`src/hdl/csc_pkg.sv`:
```
/*
  Package for the counter status, command and interrupt summary block.
  Holds register offsets, bit positions, reset values, input mode codes
  and the packed structs that carry the counter core's events.
  Assumes one register clock shared with the counter core.
*/
package csc_pkg;

  // ==========================================================
  // Register map
  localparam int CSC_ADDR_W = 12;
  localparam logic [CSC_ADDR_W-1:0] CSC_OFS_STATUS = 12'h130;
  localparam logic [CSC_ADDR_W-1:0] CSC_OFS_CMD = 12'h134;
  localparam logic [CSC_ADDR_W-1:0] CSC_OFS_ICR = 12'h140;
  localparam logic [31:0] CSC_RESET_WORD = 32'h0000_0000;

  // ==========================================================
  // Status register bit positions
  localparam int CSC_ST_CTRL_IRQ = 9;
  localparam int CSC_ST_MATCH_IRQ = 8;
  localparam int CSC_ST_SGL = 7;
  localparam int CSC_ST_OVERRUN = 6;
  localparam int CSC_ST_LATCHED = 5;
  localparam int CSC_ST_DIR = 4;
  localparam int CSC_ST_SIGN = 3;
  localparam int CSC_ST_MATCH = 2;
  localparam int CSC_ST_WRAP_UP = 1;
  localparam int CSC_ST_WRAP_DN = 0;
  localparam int CSC_ST_USED = 10;

  // Command register bit positions.
  localparam int CSC_CMD_LOAD = 1;
  localparam int CSC_CMD_CLEAR = 0;

  // Interrupt summary register bit positions.
  localparam int CSC_ICR_CTRL = 7;
  localparam int CSC_ICR_MATCH = 6;
  localparam int CSC_ICR_LINE = 5;
  localparam int CSC_ICR_DAC = 4;
  localparam int CSC_ICR_ADC_SEQ = 3;
  localparam int CSC_ICR_SETTLE = 2;
  localparam int CSC_ICR_CONV = 1;
  localparam int CSC_ICR_ENABLE = 0;
  localparam int CSC_ICR_USED = 8;

  // ==========================================================
  // Input mode codes of the counter core
  localparam logic [2:0] CSC_MODE_TIMER_UP = 3'h1;
  localparam logic [2:0] CSC_MODE_TIMER_DN = 3'h2;
  localparam logic [2:0] CSC_MODE_DIRECTION = 3'h3;

  // Events and levels from the counter core, all on the register clock.
  typedef struct packed {
    logic [31:0] count_value;
    logic [31:0] compare_value;
    logic [2:0] input_mode;
    logic count_pulse;
    logic count_up;
    logic counter_enabled;
    logic single_cycle_mode;
    logic ctrl_event;
    logic latch_ctrl_event;
    logic latch_mode_event;
    logic output_read;
    logic match_irq_enable;
  } csc_cnt_events_type;

  // Pending flags owned by other blocks, mirrored in the summary.
  typedef struct packed {
    logic line;
    logic dac_seq;
    logic adc_seq;
    logic settling;
    logic conversion;
  } csc_ext_irq_type;

  // Local bus request.
  typedef struct packed {
    logic req;
    logic we;
    logic [CSC_ADDR_W-1:0] addr;
    logic [31:0] wdata;
  } csc_bus_req_type;

endpackage

```
`src/hdl/csc_sticky_flag.sv`:
```
/*
  One sticky event flag: set by hardware, cleared by a clear request.
  Assumes set and clear are one-cycle levels on the register clock.
*/
`timescale 1ns/1ps
`default_nettype none
module csc_sticky_flag
  import csc_pkg::*;
(
  input wire logic clk,
  input wire logic rst_n,
  input wire logic set,
  input wire logic clr,
  output logic flag_q
);

  typedef struct packed {
    logic flag;
  } csc_flag_state_type;

  csc_flag_state_type st_q;
  csc_flag_state_type st_d;

  // A set in the same cycle as a clear wins, so no event is lost.
  always_comb
  begin
    st_d = st_q;
    if (set)
      st_d.flag = 1'b1;
    else if (clr)
      st_d.flag = 1'b0;
  end

  // ==========================================================
  // State register
  always_ff @(posedge clk or negedge rst_n)
  begin
    if (!rst_n)
      st_q <= '0;
    else
      st_q <= st_d;
  end

  assign flag_q = st_q.flag;

endmodule
`default_nettype wire

```
`src/hdl/csc_sync3.sv`:
```
/*
  Three-stage synchroniser for a pin level.
  The output follows once the second and third stages agree.
*/
`timescale 1ns/1ps
`default_nettype none
module csc_sync3
  import csc_pkg::*;
(
  input wire logic clk,
  input wire logic rst_n,
  input wire logic pin,
  output logic level_q
);

  typedef struct packed {
    logic s1;
    logic s2;
    logic s3;
    logic level;
  } csc_sync_state_type;

  csc_sync_state_type st_q;
  csc_sync_state_type st_d;

  // The first stage feeds only the second; agreement filters one glitch.
  always_comb
  begin
    st_d = st_q;
    st_d.s1 = pin;
    st_d.s2 = st_q.s1;
    st_d.s3 = st_q.s2;
    if (st_q.s2 == st_q.s3)
      st_d.level = st_q.s3;
  end

  // ==========================================================
  // State register
  always_ff @(posedge clk or negedge rst_n)
  begin
    if (!rst_n)
      st_q <= '0;
    else
      st_q <= st_d;
  end

  assign level_q = st_q.level;

endmodule
`default_nettype wire

```
`src/hdl/csc_counter_status.sv`:
```
/*
  Counter status, command strobes and interrupt summary register.
  Assumes a local bus from the PCI bridge on the same clock as the
  counter core, one access per request cycle.
*/
// Function
// Status bits 31:10 always read zero.
// Status bit 9 shows pending control-mode interrupt; write one clears.
// Status bit 8 shows match interrupt; clears with the match flag.
// Status bit 7 is one in single-cycle mode with counter enabled.
// Status bit 6 sets on latch event with unread latch; write one clears.
// Status bit 5 sets on latch; cleared by output read or write one.
// Status bit 4 gives direction: last count, or Y input in direction mode; timer modes fix it instead (up 1, down 0).
// Status bit 3 is one after overflow, zero after underflow.
// Status bit 2 sets on compare match; stays until write one.
// Status bit 1 sets on wrap from all ones to zero.
// Status bit 0 sets on wrap from zero to all ones.
// Command bit 1 loads the counter from preload; self-clearing.
// Command bit 0 resets the counter; bits 31:2 ignored.
// Summary bits 7:5 mirror control, match and line interrupts.
// Summary bits 4:1 mirror DAC, ADC sequencer, settling, conversion.
// Summary mirrors are read-only; summary writes never clear them.
// Summary bit 0 is master enable, reset zero, gates the request.
// Summary bits 31:8 ignore writes and read zero.
// Request equals enable AND any mirrored pending flag.
// The counter is 32 bits; wraps are between all ones and zero.
`timescale 1ns/1ps
`default_nettype none
module csc_counter_status
  import csc_pkg::*;
(
  input wire logic clk,
  input wire logic rst_n,
  input wire csc_bus_req_type bus_req,
  output logic [31:0] bus_rdata_q,
  output logic bus_ack_q,
  input wire csc_cnt_events_type cnt_ev,
  input wire csc_ext_irq_type ext_irq,
  input wire logic y_pin,
  output logic load_from_preload_cmd_q,
  output logic clear_counter_cmd_q,
  output logic irq_q
);

  // ==========================================================
  // State
  typedef struct packed {
    logic [31:0] prev_count;
    logic prev_valid;
    logic equal;
    logic dir;
    logic sign;
    logic single_cycle_active;
    logic global_irq_enable;
    logic load_cmd;
    logic clear_cmd;
    logic irq;
    logic [31:0] rdata;
    logic ack;
  } csc_state_type;

  csc_state_type st_q;
  csc_state_type st_d;

  logic y_level;
  logic control_mode_irq_pending;
  logic match_irq_pending;
  logic latch_overrun_flag;
  logic data_latched_flag;
  logic compare_hit_flag;
  logic wrap_up_flag;
  logic wrap_down_flag;

  logic wr_status;
  logic wr_cmd;
  logic wr_icr;
  logic rd_any;
  logic wrap_up_ev;
  logic wrap_dn_ev;
  logic match_ev;
  logic [31:0] status_word;
  logic [31:0] icr_word;
  logic [6:0] pending_vec;

  // ==========================================================
  // Bus decode
  // Every access is taken in its request cycle; unmapped reads give zero.
  assign wr_status = bus_req.req && bus_req.we &&
                     (bus_req.addr == CSC_OFS_STATUS);
  assign wr_cmd = bus_req.req && bus_req.we &&
                  (bus_req.addr == CSC_OFS_CMD);
  assign wr_icr = bus_req.req && bus_req.we &&
                  (bus_req.addr == CSC_OFS_ICR);
  assign rd_any = bus_req.req && !bus_req.we;

  // ==========================================================
  // Counter event detection
  // Wraps compare the previous and present 32-bit values.
  assign wrap_up_ev = st_q.prev_valid && (&st_q.prev_count) &&
                      (cnt_ev.count_value == 32'h0000_0000);
  assign wrap_dn_ev = st_q.prev_valid &&
                      (st_q.prev_count == 32'h0000_0000) &&
                      (&cnt_ev.count_value);
  // Only the first cycle of equality counts, so a parked counter
  // does not set the flag again right after software clears it.
  assign match_ev = (cnt_ev.count_value == cnt_ev.compare_value) &&
                    !st_q.equal;

  // The Y input comes from a pin and is synchronised.
  csc_sync3 u_y_sync (
    .clk(clk),
    .rst_n(rst_n),
    .pin(y_pin),
    .level_q(y_level)
  );

  // ==========================================================
  // Sticky flags
  // Control-mode interrupt, acknowledged by a one in bit 9.
  csc_sticky_flag u_ctrl_irq (
    .clk(clk),
    .rst_n(rst_n),
    .set(cnt_ev.ctrl_event),
    .clr(wr_status && bus_req.wdata[CSC_ST_CTRL_IRQ]),
    .flag_q(control_mode_irq_pending)
  );

  // Match interrupt ignores a write to bit 8; it falls with the match flag on a write of one to bit 2.
  csc_sticky_flag u_match_irq (
    .clk(clk),
    .rst_n(rst_n),
    .set(match_ev && cnt_ev.match_irq_enable),
    .clr(wr_status && bus_req.wdata[CSC_ST_MATCH]),
    .flag_q(match_irq_pending)
  );

  // Overrun: a latch event finds earlier data still unread.
  csc_sticky_flag u_overrun (
    .clk(clk),
    .rst_n(rst_n),
    .set(cnt_ev.latch_mode_event && data_latched_flag),
    .clr(wr_status && bus_req.wdata[CSC_ST_OVERRUN]),
    .flag_q(latch_overrun_flag)
  );

  // Latched data flag, cleared by reading the output register too.
  csc_sticky_flag u_latched (
    .clk(clk),
    .rst_n(rst_n),
    .set(cnt_ev.latch_ctrl_event),
    .clr(cnt_ev.output_read ||
         (wr_status && bus_req.wdata[CSC_ST_LATCHED])),
    .flag_q(data_latched_flag)
  );

  csc_sticky_flag u_match (
    .clk(clk),
    .rst_n(rst_n),
    .set(match_ev),
    .clr(wr_status && bus_req.wdata[CSC_ST_MATCH]),
    .flag_q(compare_hit_flag)
  );

  csc_sticky_flag u_wrap_up (
    .clk(clk),
    .rst_n(rst_n),
    .set(wrap_up_ev),
    .clr(wr_status && bus_req.wdata[CSC_ST_WRAP_UP]),
    .flag_q(wrap_up_flag)
  );

  csc_sticky_flag u_wrap_dn (
    .clk(clk),
    .rst_n(rst_n),
    .set(wrap_dn_ev),
    .clr(wr_status && bus_req.wdata[CSC_ST_WRAP_DN]),
    .flag_q(wrap_down_flag)
  );

  // ==========================================================
  // Read words
  // Unused upper bits are built as zero, not stored.
  always_comb
  begin
    status_word = CSC_RESET_WORD;
    status_word[CSC_ST_CTRL_IRQ] = control_mode_irq_pending;
    status_word[CSC_ST_MATCH_IRQ] = match_irq_pending;
    status_word[CSC_ST_SGL] = st_q.single_cycle_active;
    status_word[CSC_ST_OVERRUN] = latch_overrun_flag;
    status_word[CSC_ST_LATCHED] = data_latched_flag;
    status_word[CSC_ST_DIR] = st_q.dir;
    status_word[CSC_ST_SIGN] = st_q.sign;
    status_word[CSC_ST_MATCH] = compare_hit_flag;
    status_word[CSC_ST_WRAP_UP] = wrap_up_flag;
    status_word[CSC_ST_WRAP_DN] = wrap_down_flag;
  end

  // Mirrors are wired from their sources; nothing here can clear them.
  assign pending_vec = {control_mode_irq_pending, match_irq_pending,
                        ext_irq.line, ext_irq.dac_seq, ext_irq.adc_seq,
                        ext_irq.settling, ext_irq.conversion};

  always_comb
  begin
    icr_word = CSC_RESET_WORD;
    icr_word[CSC_ICR_CTRL:CSC_ICR_CONV] = pending_vec;
    icr_word[CSC_ICR_ENABLE] = st_q.global_irq_enable;
  end

  // ==========================================================
  // Next state
  always_comb
  begin
    st_d = st_q;
    st_d.prev_count = cnt_ev.count_value;
    st_d.prev_valid = 1'b1;
    st_d.equal = (cnt_ev.count_value == cnt_ev.compare_value);
    // Single-cycle indication is a level of mode and enable.
    st_d.single_cycle_active = cnt_ev.single_cycle_mode &&
                               cnt_ev.counter_enabled;
    // Direction: fixed in timer modes, Y in direction mode, else last.
    if (cnt_ev.input_mode == CSC_MODE_DIRECTION)
      st_d.dir = y_level;
    else if (cnt_ev.input_mode == CSC_MODE_TIMER_UP)
      st_d.dir = 1'b1;
    else if (cnt_ev.input_mode == CSC_MODE_TIMER_DN)
      st_d.dir = 1'b0;
    else if (cnt_ev.count_pulse)
      st_d.dir = cnt_ev.count_up;
    // Sign follows the last wrap; it is meaningless until the first.
    if (wrap_up_ev)
      st_d.sign = 1'b1;
    else if (wrap_dn_ev)
      st_d.sign = 1'b0;
    // Command strobes last one cycle; upper command bits are dropped.
    st_d.load_cmd = wr_cmd && bus_req.wdata[CSC_CMD_LOAD];
    st_d.clear_cmd = wr_cmd && bus_req.wdata[CSC_CMD_CLEAR];
    if (wr_icr)
      st_d.global_irq_enable = bus_req.wdata[CSC_ICR_ENABLE];
    // Request is the gated OR of all mirrors, held while any is pending.
    st_d.irq = st_q.global_irq_enable && (|pending_vec);
    // Read data answers one cycle after the request.
    st_d.ack = bus_req.req;
    st_d.rdata = CSC_RESET_WORD;
    if (rd_any)
    begin
      case (bus_req.addr)
        CSC_OFS_STATUS: st_d.rdata = status_word;
        CSC_OFS_ICR: st_d.rdata = icr_word;
        default: st_d.rdata = CSC_RESET_WORD;
      endcase
    end
  end

  // ==========================================================
  // State register
  always_ff @(posedge clk or negedge rst_n)
  begin
    if (!rst_n)
      st_q <= '0;
    else
      st_q <= st_d;
  end

  assign bus_rdata_q = st_q.rdata;
  assign bus_ack_q = st_q.ack;
  assign load_from_preload_cmd_q = st_q.load_cmd;
  assign clear_counter_cmd_q = st_q.clear_cmd;
  assign irq_q = st_q.irq;
endmodule
`default_nettype wire

```
`config.mk`:
```
export PLATFORM = sky130hd
export DESIGN_NAME = csc_counter_status
export DESIGN_NICKNAME = d
export VERILOG_FILES = /design/src/hdl/csc_pkg.sv /design/src/hdl/csc_sticky_flag.sv /design/src/hdl/csc_sync3.sv /design/src/hdl/csc_counter_status.sv
export SDC_FILE = /design/constraint.sdc
export NUM_CORES = 1
export LEC_CHECK = 0
export ABC_AREA = 1
export BUFFER_PORTS_ARGS = -buffer_cell sky130_fd_sc_hd__buf_2
export CAP_MARGIN = 20
export CORE_MARGIN = 4
export CORE_UTILIZATION = 47
export CTS_BUF_LIST = sky130_fd_sc_hd__clkbuf_4
export CTS_CLUSTER_DIAMETER = 200
export DETAILED_ROUTE_END_ITERATION = 8
export GPL_TIMING_DRIVEN = 0
export PLACE_DENSITY = 0.95
export SLEW_MARGIN = 20
export SYNTH_ARGS = -nofsm -noshare
export SYNTH_HDL_FRONTEND = slang
export SYNTH_SLANG_ARGS = --single-unit
export TNS_END_PERCENT = 30
```
`constraint.sdc`:
```
create_clock -name clk -period 1.6 [get_ports clk]
set_input_delay 0.08 -clock clk [delete_from_list [all_inputs] [get_ports clk]]
set_output_delay 0.08 -clock clk [all_outputs]
set_load 0.005 [all_outputs]
```
==> run_results.csv, run 1 <==
group,metric,value,unit
global_routing,use_met1,0.259,
pwr,p_int,2.28,mW
floorplan,fp.dieH,90.2,µm
pwr,peakVddDrop,0.000509,V
synth,ys_ff_latch,63,
placed_design,place_ws,170,ps
pwr,swShare,0.269,
sta,setup_viol,0,
pwr,seqPwrFrac,0.536,
synth,synth_edf_count,0,
global_routing,grt_max_degree,64,
routing,drtPass1Iterations,4,
floorplan,coreArea,0.00646,mm²
setup_path,r2r_setup_slack,150,ps
routing,post-route-drc-count,0,
pwr,pwr-share-clk,0.283,
finish,drive_above_1_share,0.297,
global_routing,grt_pass1_vias,3468,
sta,final_max_slew_viol_count,0,
pwr,p_comb_frac,0.180,
clock_tree,cts_buffers,9,
clock_tree,cts_tree,"done",
outcome,status,"complete, no violations",
finish,syn_to_final_growth,45.3,%
finish,fin_cells,667,
floorplan,fp.dieW,90.2,µm
clock_tree,postCtsSetupRepairBufs,0,
global_routing,grt_use_met3,0.0693,
sta,period_share,0.934,
global_routing,overflow,0,
finish,largest_register_ffs,37,
sta,worst_pin_slew,767,ps
pwr,power_switching,0.840,mW
finish,top_register,"st_q",
pwr,total_power,3.12,mW
setup_path,worstPathArrival,1770,ps
finish,nets,716,
synth,syn_area,0.00318,mm²
floorplan,die_area,0.00814,mm²
global_routing,top_usage_layer,"met2",
global_routing,grt_pass1_wl,15700,µm
routing,via_count,3225,
routing,avgRoutedWirePerCell,13.6,µm
clock_tree,cts-root-buf,"clkbuf_4",
setup_path,cp-end-kind,"register",
global_routing,grt_antenna_before_repair,0,
setup_path,critPathSlowestCell,"dlygate4sd3_1",
worst_hold_path,holdCritPathClass,"in2reg",
setup_path,critPathKind,"in2reg",
placed_design,place_hpwl,6210,µm
routing,wirelength,9100,µm
pwr,p_leak,2.41,nW
floorplan,start_util,0.492,
setup_path,required,1880,ps
clock_tree,cts.clk_slew.worst_paths,100,ps
synth,ys_seq_area_frac,0.496,
setup_path,slowest_delay,550,ps
sta,fmax,669,MHz
clock_tree,clock_sinks,63,
synth,postSynthAreaPerCell,8.37,µm²
finish,final_common_cell,"buf_2",
setup_path,crit_fanout,6,
routing,detail-route-antenna-nets,0,
sta,setup_ws,105,ps
placed_design,gp_congestion,0.883,
synth,synth_cell_type_count,28,
setup_path,path_cells,"dlygate4sd3_1 > buf_2 > nand2_1 > inv_1 > nand3_1 > nand3b_1 > nand2_1 > dlygate4sd3_1",
sta,skew,15.8,ps
clock_tree,insertion_delay,380,ps
synth,yosysWarnings,0,
setup_path,cp-start-kind,"primary input",
pwr,p_per_area,676,mW/mm²
floorplan,row_count,29,
routing,viasPerCell,4.84,
finish,layout_common_cells,"buf_2, nand2_1, dfrtp_1, dlygate4sd3_1, inv_1",
finish,diodes,0,
placed_design,io_buffers,117,
global_routing,grt_use_total,0.237,
flow_run,maxCapViolCount,0,
synth,synthArstFlopShare,1.00,
synth,synthCells,380,
routing,drt_iter0_markers,124,
sta,maxSlewHeadroom,0.489,
sta,rsz0062_at_grt,"no",
sta,period_needed,1490,ps
floorplan,ios,166,
synth,ys.flop_type,"dfrtp_1",
sta,hold_viol_final,0,
global_routing,use_met2,0.431,
finish,fillCellCount,453,
clock_tree,cts-htree-levels,3,
placed_design,placedCellCount,595,
sta,tns,0,ps
clock_tree,cts_buffer_depth,2,
[power by group through the flow]
stage	logic, mW	clock network [mW]	registers (mW)
floorplan	0.201	0	1.70
global placement	0.427	0	1.70
detailed placement	0.444	0	1.71
CTS	0.549	0.904	1.68
global route	0.628	0.982	1.68
finish	0.563	0.885	1.68
[Yosys cell counts (2+ instances only)]
master / instances / area (µm²)
a21oi_1: 8 / 40.0
buf_4: 32 / 240
conb_1: 2 / 7.51
dfrtp_1: 63 / 1580
inv_1: 43 / 161
nand2_1: 95 / 357
nand3_1: 21 / 105
nand3b_1: 2 / 15.0
nand4_1: 18 / 113
nor2_1: 36 / 135
nor3_1: 14 / 70.1
nor3_2: 2 / 20.0
nor4_1: 4 / 25.0
o21ai_0: 4 / 20.0
or2_2: 6 / 37.5
xnor2_1: 18 / 158
[worst paths after layout]
path,from,to,depth (start not counted)
worst max-delay path,bus_req[45],u_latched.flag_q,8
worst max register to register,st_q[39],st_q[39],5
max in group asynchronous,rst_n,st_q[64],2
worst min-delay path,bus_req[9],u_ctrl_irq.flag_q,3
worst min register to register,u_y_sync.st_d[2],u_y_sync.st_d[1],0
min in group asynchronous,rst_n,bus_ack_q,2
[logic make-up (layout without fill, tap and decap cells)]
family / after synthesis / in the layout / synth area share
fa+ha+maj: 1 / 1 / 0.00315
simple gates: 202 / 202 / 0.288
xor+xnor: 18 / 18 / 0.0496
other cells: 2 / 23 / 0.00236
buf+inv: 77 / 266 / 0.131
compound gates: 17 / 17 / 0.0299
flops: 63 / 63 / 0.496
[metal layers]
| layer | up-vias | share of wire |
|---|---|---|
| li1 | 1573 | - |
| met2 | 152 | 0.52 |
| met3 | 25 | 0.072 |
| met1 | 1475 | 0.38 |
| met5 | - | 0 |
| met4 | 0 | 0.025 |
[critical path, delay by kind of cell]
kind	cells	cell delay [ps]
and+or+nand+nor	4	300
buffers and inverters	4	1400
[what timing repair did]
item / 4_1_cts / 5_1_grt
gates resized for setup: 0 / 0
hold buffers: 56 / 1
hold endpoints to repair: 113 / 1
setup endpoints to repair: 0 / 0
[layout make-up]
class | instances | area, µm² | share of cell area
clock inverters | 4 | 23.8 | 0.00515
plain buffers | 34 | 256 | 0.0555
multi-input cells | 261 | 1260 | 0.274
inverters | 43 | 161 | 0.0349
repair buffers | 174 | 1160 | 0.251
flip-flops and latches | 63 | 1580 | 0.341
clock buffers | 11 | 82.6 | 0.0179
well taps | 77 | 96.3 | 0.0209
[metrics by stage]
stage	utilization	hold WS [ps]	instance area, µm²
5_1_grt	0.715	12.5	4620
4_1_cts	0.714	14.2	4610
2_1_floorplan	-	-216	3260
6_report	0.715	35.2	4620
3_5_place_dp	0.610	189	3940
3_3_place_gp	0.610	190	3940
Power figures use the tool's default switching activity.
==> inputs of run 2 (changes only) <==
==> constraint.sdc (replaced) <==
create_clock -name clk -period 1.6 [get_ports clk]
set_input_delay 0.32 -clock clk [delete_from_list [all_inputs] [get_ports clk]]
set_output_delay 0.32 -clock clk [all_outputs]
set_load 0.005 [all_outputs]
==> run 2 against run 1 <==
Compared with the run above: the run now ends with negative hold slack left; critical path depth shrank 1; sequential share of layout area grew 4.8 points; clock power shrank 1%; cell count shrank 8.5%; critical endpoint is now st_q[38]; die area is the same; highest routed layer unchanged; register-to-register slack is essentially flat; total power shrank 4.1%; sequential power is essentially flat; combinational power shrank 21%; hold slack lost 39 ps; utilization shrank 8.8 points; maximum frequency grew 4.1%.
==> run_results.csv, run 2 (synthesized netlist as in run 1, its figures left out) <==
group,metric,value,unit
finish,drive_above_1_share,0.328,
global_routing,grt_pass1_vias,2996,
flow_run,maxCapViolCount,0,
setup_path,path_cells,"or2_2 > nor3_1 > nand3_1 > nor2_1 > nand2_1 > nand2_1 > nand2_1",
sta,tns,0,ps
sta,worst_hold_slack,-3.80,ps
finish,regArea,0.00158,mm²
sta,period_share,0.898,
clock_tree,cts.clk_slew.worst_paths,100,ps
setup_path,critPathKind,"reg2reg",
finish,layout_common_cells,"buf_2, nand2_1, dfrtp_1, inv_1, nor2_1",
finish,final_common_cell,"buf_2",
pwr,p_leak,2.17,nW
placed_design,io_buffers,117,
setup_path,slowest_delay,390,ps
routing,detail-route-antenna-nets,0,
finish,largest_register_ffs,37,
setup_path,path_buf_inv,0,
pwr,p_per_area,740,mW/mm²
clock_tree,cts_buffer_depth,2,
setup_path,cp_top_family,"simple AND/OR/NAND/NOR gates",
sta,skew,16.9,ps
sta,final_max_slew_viol_count,0,
routing,via_count,2929,
routing,drt_iter0_markers,100,
setup_path,cp-end-kind,"register",
sta,hold_viol_final,8,
placed_design,gp_congestion,0.883,
sta,period_needed,1440,ps
sta,rsz0062_at_grt,"no",
clock_tree,cts_resized,0,
outcome,violations,"negative hold slack",
sta,setup_ws,164,ps
finish,multiInputGateArea,0.00126,mm²
clock_tree,cts_tree,"done",
clock_tree,clock_sinks,63,
global_routing,grt_pass1_wl,13200,µm
clock_tree,postCtsSetupRepairBufs,0,
clock_tree,cts_hold_buf,0,
global_routing,grt_max_degree,64,
sta,worst_pin_slew,767,ps
finish,nets,659,
outcome,status,"finished with violations",
finish,top_register,"st_q",
floorplan,row_count,29,
clock_tree,cts_buffers,9,
sta,fmax,696,MHz
floorplan,die_area,0.00814,mm²
worst_hold_path,holdCritPathClass,"in2async",
sta,setup_viol,0,
finish,fillCellCount,551,
finish,diodes,0,
routing,viasPerCell,4.80,
sta,maxSlewHeadroom,0.489,
routing,avgRoutedWirePerCell,12.6,µm
placed_design,place_ws,34.5,ps
setup_path,critPathSlowestCell,"dfrtp_1",
setup_path,cp_common_cell,"nand2_1",
floorplan,fp.dieH,90.2,µm
placed_design,place_hpwl,6210,µm
global_routing,grt_use_total,0.199,
clock_tree,cts-htree-levels,3,
floorplan,coreArea,0.00646,mm²
clock_tree,cts-root-buf,"clkbuf_4",
setup_path,reg2reg_depth,7,
routing,post-route-drc-count,0,
global_routing,overflow,0,
routing,drtPass1Iterations,4,
setup_path,cp.depth,7,
floorplan,ios,166,
setup_path,crit_fanout,2,
finish,syn_to_final_growth,27.4,%
setup_path,cp-start-kind,"register",
floorplan,fp.dieW,90.2,µm
clock_tree,insertion_delay,380,ps
routing,wirelength,7690,µm
floorplan,start_util,0.492,
global_routing,grt_antenna_before_repair,0,
pwr,peakVddDrop,0.000512,V
setup_path,required,1880,ps
setup_path,worstPathArrival,1720,ps
==> run 2: where the power goes <==
group	switching (mW)	internal (mW)
sequential	0.0290	1.65
combinational	0.236	0.210
clock	0.536	0.339
==> run 2: cell type report <==
cell class                 instances  share of cell area
buffer                            34              0.0633
multi-input combinational        261               0.312
tap                               77              0.0238
clock buffer                      11              0.0204
timing repair buffer             117               0.145
clock inverter                     4             0.00587
sequential                        63               0.389
inverter                          43              0.0399
==> run 2: per-layer routing <==
metal	up-vias	wire length [µm]	GRT usage
met5	-	0	0
met4	0	96	0.0676
met3	10	658	0.0609
met2	135	3940	0.350
met1	1323	3000	0.228
li1	1461	-	-
==> run 2: path summary, 6_finish.rpt <==
check                                 start               end  slack [ps]
setup reg to reg                   st_q[51]          st_q[38]         160
hold reg to reg            u_y_sync.st_d[2]  u_y_sync.st_d[1]         350
setup / recovery                   st_q[51]          st_q[38]         160
hold / removal                        rst_n  u_latched.flag_q          -4
min in group clk                      y_pin  u_y_sync.st_d[2]          50
max in group asynchronous             rst_n          st_q[64]        1070
==> run 2: per-stage QoR <==
stage	std cells	hold WS, ps	area, µm²	utilization	total power [mW]
after global routing	610	12.5	4050	0.627	3.17
after global placement	595	332	3940	0.610	2.13
after floorplan	401	24.4	3260	-	1.90
final	610	-3.80	4050	0.627	3.00
after detailed placement	595	338	3940	0.610	2.15
after CTS	610	10.8	4050	0.627	3.03
